## config.mk

```make
export PLATFORM = sky130hd
export DESIGN_NAME = pov_port_ctrl
export DESIGN_NICKNAME = d
export VERILOG_FILES = /design/src/include/pov_pkg.sv /design/src/verilog/pov_port_ctrl.sv
export SDC_FILE = /design/constraint.sdc
export NUM_CORES = 1
export LEC_CHECK = 0
export BUFFER_PORTS_ARGS = -buffer_cell sky130_fd_sc_hd__buf_2
export CORE_MARGIN = 2
export CORE_UTILIZATION = 50
export CTS_BUF_LIST = sky130_fd_sc_hd__clkbuf_4
export DETAILED_ROUTE_END_ITERATION = 7
export HOLD_SLACK_MARGIN = 0.1
export PLACE_DENSITY_LB_ADDON = 0.2
export SLEW_MARGIN = 20
export SYNTH_ARGS = -nofsm -noshare
export SYNTH_HDL_FRONTEND = slang
export SYNTH_SLANG_ARGS = --single-unit
```

## constraint.sdc

```tcl
create_clock -name clk -period 2.6 [get_ports clk]
set_input_delay 0.39 -clock clk [delete_from_list [all_inputs] [get_ports clk]]
set_output_delay 0.39 -clock clk [all_outputs]
set_load 0.02 [all_outputs]
```

## src/include/pov_pkg.sv

```systemverilog
// Purpose: Shared constants and carriers for the port override block
// Assumes: Register indexes are word indexes, byte address is four times the index
// Notes:   Fuse bits read 0 when programmed
// ====================================================================
// Register map
package pov_pkg;
  localparam logic [7:0] PIN_A_IDX    = 8'h19;
  localparam logic [7:0] DIR_A_IDX    = 8'h1a;
  localparam logic [7:0] LAT_A_IDX    = 8'h1b;
  localparam logic [7:0] CORE_CTL_IDX = 8'h35;
  localparam logic [7:0] NO_REG_IDX   = 8'hff;
  localparam logic [7:0] DIR_A_RST    = 8'h00;
  localparam logic [7:0] LAT_A_RST    = 8'h00;
  localparam logic [7:0] CORE_CTL_RST = 8'h00;
  // Bits 1:0 of the core control word are read-only zero
  localparam logic [7:0] CORE_CTL_WMASK = 8'hfc;
  localparam int         PUD_BIT      = 6;
  localparam logic [3:0] CLKOUT_PIN   = 4'h4;

  // ==================================================================
  // Carriers
  typedef struct packed {
    logic pullup_override_en;
    logic pullup_override_val;
    logic direction_override_en;
    logic direction_override_val;
    logic outval_override_en;
    logic outval_override_val;
    logic input_enable_override_en;
    logic input_enable_override_val;
  } pov_ovr_s;

  typedef struct packed {
    logic extClockSel;
    logic crystalSel;
    logic lfCrystalSel;
    logic sysclkOutFuse;
    logic resetPinDisFuse;
    logic debugLinkFuse;
    logic lockBitsUnprog;
  } pov_fuse_s;

  typedef struct packed {
    logic       cmpAOut;
    logic       cmpAEn;
    logic       extIrqZeroEn;
    logic       pcGroup1En;
    logic [3:0] pcMask;
    logic       debugTransmit;
    logic       pwrDown;
  } pov_alt_s;
endpackage

```

## src/verilog/pov_port_ctrl.sv

```systemverilog
// Purpose: Pin override logic for the secondary port and primary port registers
// Assumes: Fuse and alternate-function inputs come from logic on clk
// Notes:   Pin controls are registered, so they follow their causes by one cycle
//
// The AHB-Lite register port was decided locally.
`timescale 1ns/1ps
// What this block does
// Bit 0 of the secondary port is the clock pin for every source but the internal RC.
// Bit 1 is taken by the oscillator only when a crystal source is selected.
// Secondary bits 0 to 3 feed pin change sources 8 to 11 of group 1.
// Software sets the bit 2 direction to output before the compare A wave can appear.
// With the clock output fuse programmed bit 2 drives the system clock regardless.
// That clock keeps running on bit 2 while the chip is in reset.
// As reset input bit 3 has its pull-up on while the global pull-up off bit is clear, and its driver and digital input off.
// With the debug fuse programmed and locks open bit 3 is an open-drain link pin.
// Reset disable or debug active force bit 3 value 0, debug direction, and pull-up on while the global pull-up off bit is clear.
// Bit 2 value is the clock with clock output, else the compare A output when compare A is enabled, else the latch.
// Bit 2 digital input stays on for external irq 0 or source 10 with group 1.
// External clock or crystal forces bit 0 pull-up, direction and value to 0.
// Crystal selected means crystal or low-frequency crystal; bit 1 is forced to 0.
// The global pull-up off bit turns off all port pull-ups.
// Each asserted override enable replaces the normal control by its value.
module pov_port_ctrl (
  input  wire logic              clk,
  input  wire logic              rst_n,
  input  wire logic              chipResetReq,
  input  wire logic              hsel,
  input  wire logic [31:0]       haddr,
  input  wire logic [1:0]        htrans,
  input  wire logic              hwrite,
  input  wire logic [2:0]        hsize,
  input  wire logic [31:0]       hwdata,
  input  wire logic              hready,
  output logic                   hreadyout,
  output logic                   hresp,
  output logic      [31:0]       hrdata,
  input  wire pov_pkg::pov_fuse_s fuse,
  input  wire pov_pkg::pov_alt_s  alt,
  input  wire logic [3:0]        pbLatch,
  input  wire logic [3:0]        pbDir,
  input  wire logic [3:0]        pbPinIn,
  output logic      [3:0]        pbOut,
  output logic      [3:0]        pbOe,
  output logic      [3:0]        pbPullup,
  output logic      [3:0]        pbInEn,
  output logic      [3:0]        pinChangeSrc,
  input  wire logic [7:0]        paPinIn,
  output logic      [7:0]        paOut,
  output logic      [7:0]        paOe,
  output logic      [7:0]        paPullup
);
  // ==================================================================
  // Pin synchronisers
  logic [7:0] paMeta_q, paSync_q;
  logic [3:0] pbMeta_q, pbSync_q;
  always_ff @(posedge clk or negedge rst_n) begin
    if (!rst_n) begin
      paMeta_q <= 8'h00;
      paSync_q <= 8'h00;
      pbMeta_q <= 4'h0;
      pbSync_q <= 4'h0;
    end else begin
      paMeta_q <= paPinIn;
      paSync_q <= paMeta_q;
      pbMeta_q <= pbPinIn;
      pbSync_q <= pbMeta_q;
    end
  end

  // ==================================================================
  // AHB-Lite slave
  logic [7:0]  dirA_q, dirA_d, latA_q, latA_d, core_q, core_d;
  logic [7:0]  wrIdx_q, wrIdx_d, aIdx;
  logic        wrPend_q, wrPend_d, addrPhase, aHit;
  logic [31:0] rdata_d;

  always_comb begin
    dirA_d    = dirA_q;
    latA_d    = latA_q;
    core_d    = core_q;
    wrIdx_d   = wrIdx_q;
    wrPend_d  = 1'b0;
    rdata_d   = 32'h0000_0000;
    addrPhase = hsel && hready && htrans[1];
    aIdx      = haddr[9:2];
    aHit      = (haddr[31:10] == 22'h00_0000) && (haddr[1:0] == 2'h0);
    if (wrPend_q) begin
      case (wrIdx_q)
        pov_pkg::DIR_A_IDX:    dirA_d = hwdata[7:0];
        pov_pkg::LAT_A_IDX:    latA_d = hwdata[7:0];
        // Writing ones to the input word flips the matching latch bits
        pov_pkg::PIN_A_IDX:    latA_d = latA_q ^ hwdata[7:0];
        pov_pkg::CORE_CTL_IDX: core_d = hwdata[7:0] & pov_pkg::CORE_CTL_WMASK;
        default: ;
      endcase
    end
    if (chipResetReq) begin
      dirA_d = pov_pkg::DIR_A_RST;
      latA_d = pov_pkg::LAT_A_RST;
      core_d = pov_pkg::CORE_CTL_RST;
    end
    if (addrPhase) begin
      wrPend_d = hwrite;
      wrIdx_d  = aHit ? aIdx : pov_pkg::NO_REG_IDX;
    end
    // Reads use next values so a write just ahead is seen
    if (addrPhase && !hwrite && aHit) begin
      case (aIdx)
        pov_pkg::PIN_A_IDX:    rdata_d = {24'h00_0000, paSync_q};
        pov_pkg::DIR_A_IDX:    rdata_d = {24'h00_0000, dirA_d};
        pov_pkg::LAT_A_IDX:    rdata_d = {24'h00_0000, latA_d};
        pov_pkg::CORE_CTL_IDX: rdata_d = {24'h00_0000, core_d};
        default:               rdata_d = 32'h0000_0000;
      endcase
    end
  end

  always_ff @(posedge clk or negedge rst_n) begin
    if (!rst_n) begin
      dirA_q    <= pov_pkg::DIR_A_RST;
      latA_q    <= pov_pkg::LAT_A_RST;
      core_q    <= pov_pkg::CORE_CTL_RST;
      wrIdx_q   <= pov_pkg::NO_REG_IDX;
      wrPend_q  <= 1'b0;
      hrdata    <= 32'h0000_0000;
      hreadyout <= 1'b0;
      hresp     <= 1'b0;
    end else begin
      dirA_q    <= dirA_d;
      latA_q    <= latA_d;
      core_q    <= core_d;
      wrIdx_q   <= wrIdx_d;
      wrPend_q  <= wrPend_d;
      hrdata    <= rdata_d;
      hreadyout <= 1'b1;
      hresp     <= 1'b0;
    end
  end

  // ==================================================================
  // Override decode
  logic pullup_global_off, xtal, clkPin0, rstDis, dbg, sysclk_output_fuse, resetPin;
  logic [3:0] pc;
  pov_pkg::pov_ovr_s ovr [4];
  logic sysTog_q;

  assign pullup_global_off      = core_q[pov_pkg::PUD_BIT];
  assign xtal     = fuse.crystalSel | fuse.lfCrystalSel;
  assign clkPin0  = fuse.extClockSel | xtal;
  assign rstDis   = ~fuse.resetPinDisFuse;
  assign dbg      = ~fuse.debugLinkFuse & fuse.lockBitsUnprog;
  assign sysclk_output_fuse    = ~fuse.sysclkOutFuse;
  assign resetPin = ~rstDis & ~dbg;
  assign pc       = alt.pcMask & {4{alt.pcGroup1En}};

  always_comb begin

    ovr[0] = '{pullup_override_en: clkPin0, pullup_override_val: 1'b0, direction_override_en: clkPin0, direction_override_val: 1'b0,
               outval_override_en: clkPin0, outval_override_val: 1'b0, input_enable_override_en: clkPin0 | pc[0],
               input_enable_override_val: (fuse.extClockSel & alt.pwrDown) |
                      (fuse.extClockSel & xtal & pc[0])};

    ovr[1] = '{pullup_override_en: xtal, pullup_override_val: 1'b0, direction_override_en: xtal, direction_override_val: 1'b0,
               outval_override_en: xtal, outval_override_val: 1'b0, input_enable_override_en: xtal | pc[1],
               input_enable_override_val: xtal & pc[1]};

    ovr[2] = '{pullup_override_en: sysclk_output_fuse, pullup_override_val: 1'b0, direction_override_en: sysclk_output_fuse, direction_override_val: 1'b1,
               outval_override_en: sysclk_output_fuse | alt.cmpAEn,
               outval_override_val: sysclk_output_fuse ? sysTog_q : alt.cmpAOut,
               input_enable_override_en: pc[2] | alt.extIrqZeroEn,
               input_enable_override_val: pc[2] | alt.extIrqZeroEn};
    if (resetPin) begin

      ovr[3] = '{pullup_override_en: 1'b1, pullup_override_val: 1'b1, direction_override_en: 1'b1, direction_override_val: 1'b0,
                 outval_override_en: 1'b1, outval_override_val: 1'b0, input_enable_override_en: 1'b1, input_enable_override_val: 1'b0};
    end else begin

      ovr[3] = '{pullup_override_en: 1'b1, pullup_override_val: 1'b1, direction_override_en: 1'b1,
                 direction_override_val: dbg & alt.debugTransmit,
                 outval_override_en: 1'b1, outval_override_val: 1'b0, input_enable_override_en: 1'b1,
                 input_enable_override_val: dbg | (rstDis & pc[3])};
    end
  end

  // ==================================================================
  // Secondary port pin controls
  logic [3:0] pbOut_d, pbOe_d, pbPull_d, pbInEn_d;
  for (genvar i = 0; i < 4; i++) begin : g_pin

    assign pbPull_d[i] = ovr[i].pullup_override_en ? ovr[i].pullup_override_val : (~pbDir[i] & pbLatch[i] & ~pullup_global_off);
    assign pbOe_d[i]   = ovr[i].direction_override_en ? ovr[i].direction_override_val : pbDir[i];
    assign pbOut_d[i]  = ovr[i].outval_override_en ? ovr[i].outval_override_val : pbLatch[i];
    assign pbInEn_d[i] = ovr[i].input_enable_override_en ? ovr[i].input_enable_override_val : 1'b1;
  end

  // The clock copy runs at half rate; it is cleared only by rst_n
  always_ff @(posedge clk or negedge rst_n) begin
    if (!rst_n) begin
      sysTog_q <= 1'b0;
    end else begin
      sysTog_q <= ~sysTog_q;
    end
  end

  always_ff @(posedge clk or negedge rst_n) begin
    if (!rst_n) begin
      pbOut        <= 4'h0;
      pbOe         <= 4'h0;
      pbPullup     <= 4'h0;
      pbInEn       <= 4'h0;
      pinChangeSrc <= 4'h0;
      paOut        <= 8'h00;
      paOe         <= 8'h00;
      paPullup     <= 8'h00;
    end else if (chipResetReq) begin
      // Pins float in reset, except the clock output on bit 2
      pbOut        <= pbOut_d & pov_pkg::CLKOUT_PIN & {4{sysclk_output_fuse}};
      pbOe         <= pov_pkg::CLKOUT_PIN & {4{sysclk_output_fuse}};
      pbPullup     <= 4'h0;
      pbInEn       <= 4'h0;
      pinChangeSrc <= 4'h0;
      paOut        <= 8'h00;
      paOe         <= 8'h00;
      paPullup     <= 8'h00;
    end else begin
      pbOut        <= pbOut_d;
      pbOe         <= pbOe_d;
      pbPullup     <= pbPull_d & {4{~pullup_global_off}};
      pbInEn       <= pbInEn_d;
      pinChangeSrc <= pbSync_q & pbInEn_d;
      paOut        <= latA_q;
      paOe         <= dirA_q;
      paPullup     <= ~dirA_q & latA_q & {8{~pullup_global_off}};
    end
  end

  // ==================================================================
  // Checks
  a_bit0_clkpin: assert property (@(posedge clk) disable iff (!rst_n)
    clkPin0 && !chipResetReq |=> !pbOe[0] && !pbOut[0] && !pbPullup[0])
    else $error("bit 0 not held as clock pin");
  a_bit1_gpio: assert property (@(posedge clk) disable iff (!rst_n)
    !xtal && !chipResetReq |=> pbOe[1] == $past(pbDir[1]) && pbOut[1] == $past(pbLatch[1]))
    else $error("bit 1 not ordinary io");
  a_bit1_xtal: assert property (@(posedge clk) disable iff (!rst_n)
    xtal && !chipResetReq |=> !pbOe[1] && !pbOut[1] && !pbPullup[1])
    else $error("bit 1 not forced by crystal");
  a_pc_route: assert property (@(posedge clk) disable iff (!rst_n)
    !chipResetReq && !$past(chipResetReq) |-> pinChangeSrc == ($past(pbSync_q) & pbInEn))
    else $error("pin change source mismatch");
  a_clkout_toggle: assert property (@(posedge clk) disable iff (!rst_n)
    sysclk_output_fuse ##1 sysclk_output_fuse |=> pbOe[2] && pbOut[2] != $past(pbOut[2]))
    else $error("clock not driven on bit 2");
  a_clkout_reset: assert property (@(posedge clk) disable iff (!rst_n)
    sysclk_output_fuse && chipResetReq |=> pbOe[2] && pbOut[2] == $past(sysTog_q))
    else $error("clock lost during reset");
  a_cmp_value: assert property (@(posedge clk) disable iff (!rst_n)
    !sysclk_output_fuse && alt.cmpAEn && !chipResetReq |=> pbOut[2] == $past(alt.cmpAOut))
    else $error("compare output not on bit 2");
  a_bit2_inen: assert property (@(posedge clk) disable iff (!rst_n)
    (alt.extIrqZeroEn || pc[2]) && !chipResetReq |=> pbInEn[2])
    else $error("bit 2 input disabled");
  a_reset_pin: assert property (@(posedge clk) disable iff (!rst_n)
    resetPin && !chipResetReq |=> pbPullup[3] == !$past(pullup_global_off) && !pbOe[3] && !pbInEn[3])
    else $error("reset pin setup wrong");
  a_debug_od: assert property (@(posedge clk) disable iff (!rst_n)
    dbg && !chipResetReq |=> !pbOut[3] && pbOe[3] == $past(alt.debugTransmit))
    else $error("debug pin not open drain");
  a_pud_off: assert property (@(posedge clk) disable iff (!rst_n)
    pullup_global_off && !$past(chipResetReq) |=> paPullup == 8'h00 && pbPullup == 4'h0)
    else $error("pull-up on while disabled");
  a_ovr_dir: assert property (@(posedge clk) disable iff (!rst_n)
    !ovr[0].direction_override_en && !chipResetReq |=> pbOe[0] == $past(pbDir[0]))
    else $error("normal direction not used");

  c_crystal: cover property (@(posedge clk) disable iff (!rst_n) xtal ##1 pbOe == 4'h0);
  c_clkout: cover property (@(posedge clk) disable iff (!rst_n) sysclk_output_fuse ##2 pbOut[2]);
  c_debug_tx: cover property (@(posedge clk) disable iff (!rst_n) dbg ##1 pbOe[3]);
  c_pin_toggle: cover property (@(posedge clk) disable iff (!rst_n)
    wrPend_q && wrIdx_q == pov_pkg::PIN_A_IDX);
endmodule

```

==> results.cfg <==
[die]
rows = 35
die_h_um = 99.96
core-area_um2 = 9065
fp.dieW_um = 99.96
start_util = 0.5079
io_pins = 190
dieArea_um2 = 9992

[layout]
areaGrowthSynthToFinish_pct = 21.33
nNetsFinal = 660
final_core_util = 0.6163
n_antenna_cell = 0
drive_above_1_share = 0.2948

[synthesis]
yosys_warnings = 0
avgSynthCellArea_um2 = 11.40
synthFlopType = dfrtp_1
synth_area_um2 = 4604
synth-seq-cells = 110
async_reset_ff_frac = 1.000
synth.distinct_cells = 42
synth_seq_area_share = 0.6000
synth_edf_count = 0
syn-instance-count = 404

[clocking]
cts_root_buf = clkbuf_4
clock_path_buffers = 2
cts.repair.resized = 0
clock_sinks = 110
cts_tree = yes
cts_buffers = 9
clk_latency_ns = 0.44
clk_pin_slew_ns = 0.16
h-tree-depth = 3

[global_route]
grt_max_degree = 84
grt_use_total = 0.2025
grt.overflow.total = 0
grt_pass1_vias = 3236
grt_pass1_wl_mm = 15.85
antenna_found_initial = 0

[critical_path]
worstSetupEndpointType = flip-flop
crit_type = reg2reg
worstPathMaxFanout = 16
start_kind = flip-flop
critPathArrivalTime_ns = 2.38
crit_required_ns = 2.93

[power]
irDropWorstVdd_mv = 0.2832
p_per_area_nw_per_um2 = 491.1
p_sw_mw = 0.7081
p_sw_frac = 0.2581
p_clk_frac = 0.273
p_int_mw = 2.036
p_leak_nw = 2.734
total_power_mw = 2.744
p_comb_frac = 0.089
seqPwrFrac = 0.638

[detailed_routing]
routedWlPerCell_um = 15.03
firstDrtPassIters = 4
drtIter0Drc = 167
drt-total-wl_mm = 9.979
drc = 0
ant_nets = 0
viasPerCell = 5.364
vias = 3562

[sta]
max_freq_ghz = 0.4882
timing.final.crit_share = 0.7878
rsz0062_at_grt = no
layout_min_cycle_time_ns = 2.048
slew_headroom = 0.5544
fin_worst_skew_ns = 0.01171
fin_ws_ns = 0.5518
slew_violations = 0
setup_viol = 0
worst_slew_pin_slew_ns = 0.6683
fin_setup_tns_ns = 0
hold_violations = 0

[place]
dp_worst_setup_slack_ns = 0.4126
gp_congestion = 0.8793
dp_hpwl_mm = 6.865
portBuffers = 131

[hold_path]
hold_class = in2reg

[run]
cap_violations = 0

[run_status]
outcome = completed
-- final cells by class --
cell class                 count  area, µm²
fill                         755       3478
sequential                   110       2763
clock inverter                 7      48.80
clock buffer                   9      67.56
multi-input combinational    255       1592
inverter                      15      56.30
timing repair buffer         157      920.9
tap                          111      138.9
-- layer usage --
metal / GRT usage / routed length [µm] / vias up
met5: 0 / 0 / -
met4: 0.07692 / 153 / 0
met3: 0.03134 / 622 / 13
met2: 0.3196 / 4710 / 141
met1: 0.2855 / 4493 / 1730
li1: - / - / 1678
-- state kept, by name (all words and copies together), names as in the netlist, 8 cells and up --
register and flops:
core_q 8, dirA_q 8, hrdata 8, latA_q 8, paMeta_q 8, paOe 8, paOut 8, paPullup 8
paSync_q 8, wrIdx_q 8
-- worst paths after layout --
kind / startpoint / endpoint / slack (ns) / depth (start not counted)
min in group asynchronous: rst_n / hrdata[3]$_DFF_PN0_ / 0.38 / 2
min: pbLatch[1] / pbOut[1]$_DFF_PN0_ / 0.15 / 2
max: wrIdx_q[3]$_DFFE_PN1P_ / hrdata[2]$_DFF_PN0_ / 0.55 / 4
max in group asynchronous: rst_n / core_q[1]$_DFF_PN0_ / 1.47 / 3
min reg2reg: paMeta_q[6]$_DFF_PN0_ / paSync_q[6]$_DFF_PN0_ / 0.37 / 0
max reg2reg: wrIdx_q[3]$_DFFE_PN1P_ / hrdata[2]$_DFF_PN0_ / 0.55 / 4
-- stage by stage --
| step | hold WS [ns] | cell area, µm² | instances |
|---|---|---|---|
| floorplan | 0.09441 | 4698 | 429 |
| global placement | 0.3250 | 5300 | 631 |
| detailed placement | 0.3280 | 5300 | 631 |
| CTS | 0.1242 | 5587 | 664 |
| global route | 0.1369 | 5587 | 664 |
| finish | 0.1549 | 5587 | 664 |
-- logic make-up after synthesis --
| family | after synthesis | synth area share |
|---|---|---|
| DFF | 110 | 0.6000 |
| buffers and inverters | 64 | 0.07473 |
| AOI/OAI and AO/OA | 99 | 0.1535 |
| xor gates and xnor gates | 1 | 0.001903 |
| other | 2 | 0.001631 |
| and+or+nand+nor | 127 | 0.1660 |
| muxes | 1 | 0.002174 |
-- power by group through the flow --
stage	sequential (mW)	combinational, mW	clock [mW]
global route	1.75	0.271	0.843
finish	1.75	0.244	0.749
CTS	1.75	0.246	0.782
global placement	1.78	0.222	0
detailed placement	1.78	0.226	0
floorplan	1.80	0.110	0
-- synth_stat cells, types with 2 or more instances --
library cell,n,area (µm²)
o21ai_0,16,80.08
dfstp_2,8,210.2
nand2_1,11,41.29
inv_1,15,56.30
nand2b_1,4,25.02
nor4_1,24,150.1
clkbuf_1,18,67.56
nor2_1,27,101.4
a41oi_1,6,52.55
buf_2,5,25.02
o21ai_1,8,40.04
a21oi_1,10,50.05
dfrtp_1,102,2552
nand3_1,2,10.01
nor3b_1,9,67.56
nor3_1,4,20.02
a2111oi_0,8,70.07
conb_1,2,7.510
nand3b_1,2,15.01
buf_4,26,195.2
and2_1,8,50.05
nor2b_1,19,118.9
a31oi_1,3,18.77
or3b_1,3,26.28
nand4bb_1,4,45.04
nor4bb_1,2,20.02
nor4b_1,2,17.52
a32oi_1,2,17.52
o21a_1,21,157.7
o31a_1,21,183.9
-- worst max-delay path, stage by stage, from the launching register on --
cell and delay, ns:
dfstp_2 0.60, or3b_1 0.63, o31a_1 0.36, o21ai_1 0.22, a41oi_1 0.14
-- repair_timing --
item                      CTS  global route
hold buffers               17             0
hold endpoints to repair   35             0
setup buffers               0             0
-- cells in the final DEF, fill, tap and decap left out, types with 3 or more instances in the layout --
cell type      synthesis  final
buf_4                 26      8
o31a_1                21     21
nor2_1                27     27
nor4_1                24     24
buf_2                  5    130
or3b_1                 3      3
dlygate4sd3_1          0     17
clkinv_1               0      3
nor3_1                 4      4
o21a_1                21     21
a41oi_1                6      6
and2_1                 8      8
o21ai_1                8      8
nand4bb_1              4      4
nor3b_1                9      9
dfstp_2                8      8
dfrtp_1              102    102
o21ai_0               16     16
a21oi_1               10     10
conb_1                 2     27
a31oi_1                3      3
a2111oi_0              8      8
clkbuf_4               0      9
nor2b_1               19     19
nand2b_1               4      4
nand2_1               11     11
inv_1                 15     15
Power figures use the tool's default switching activity.
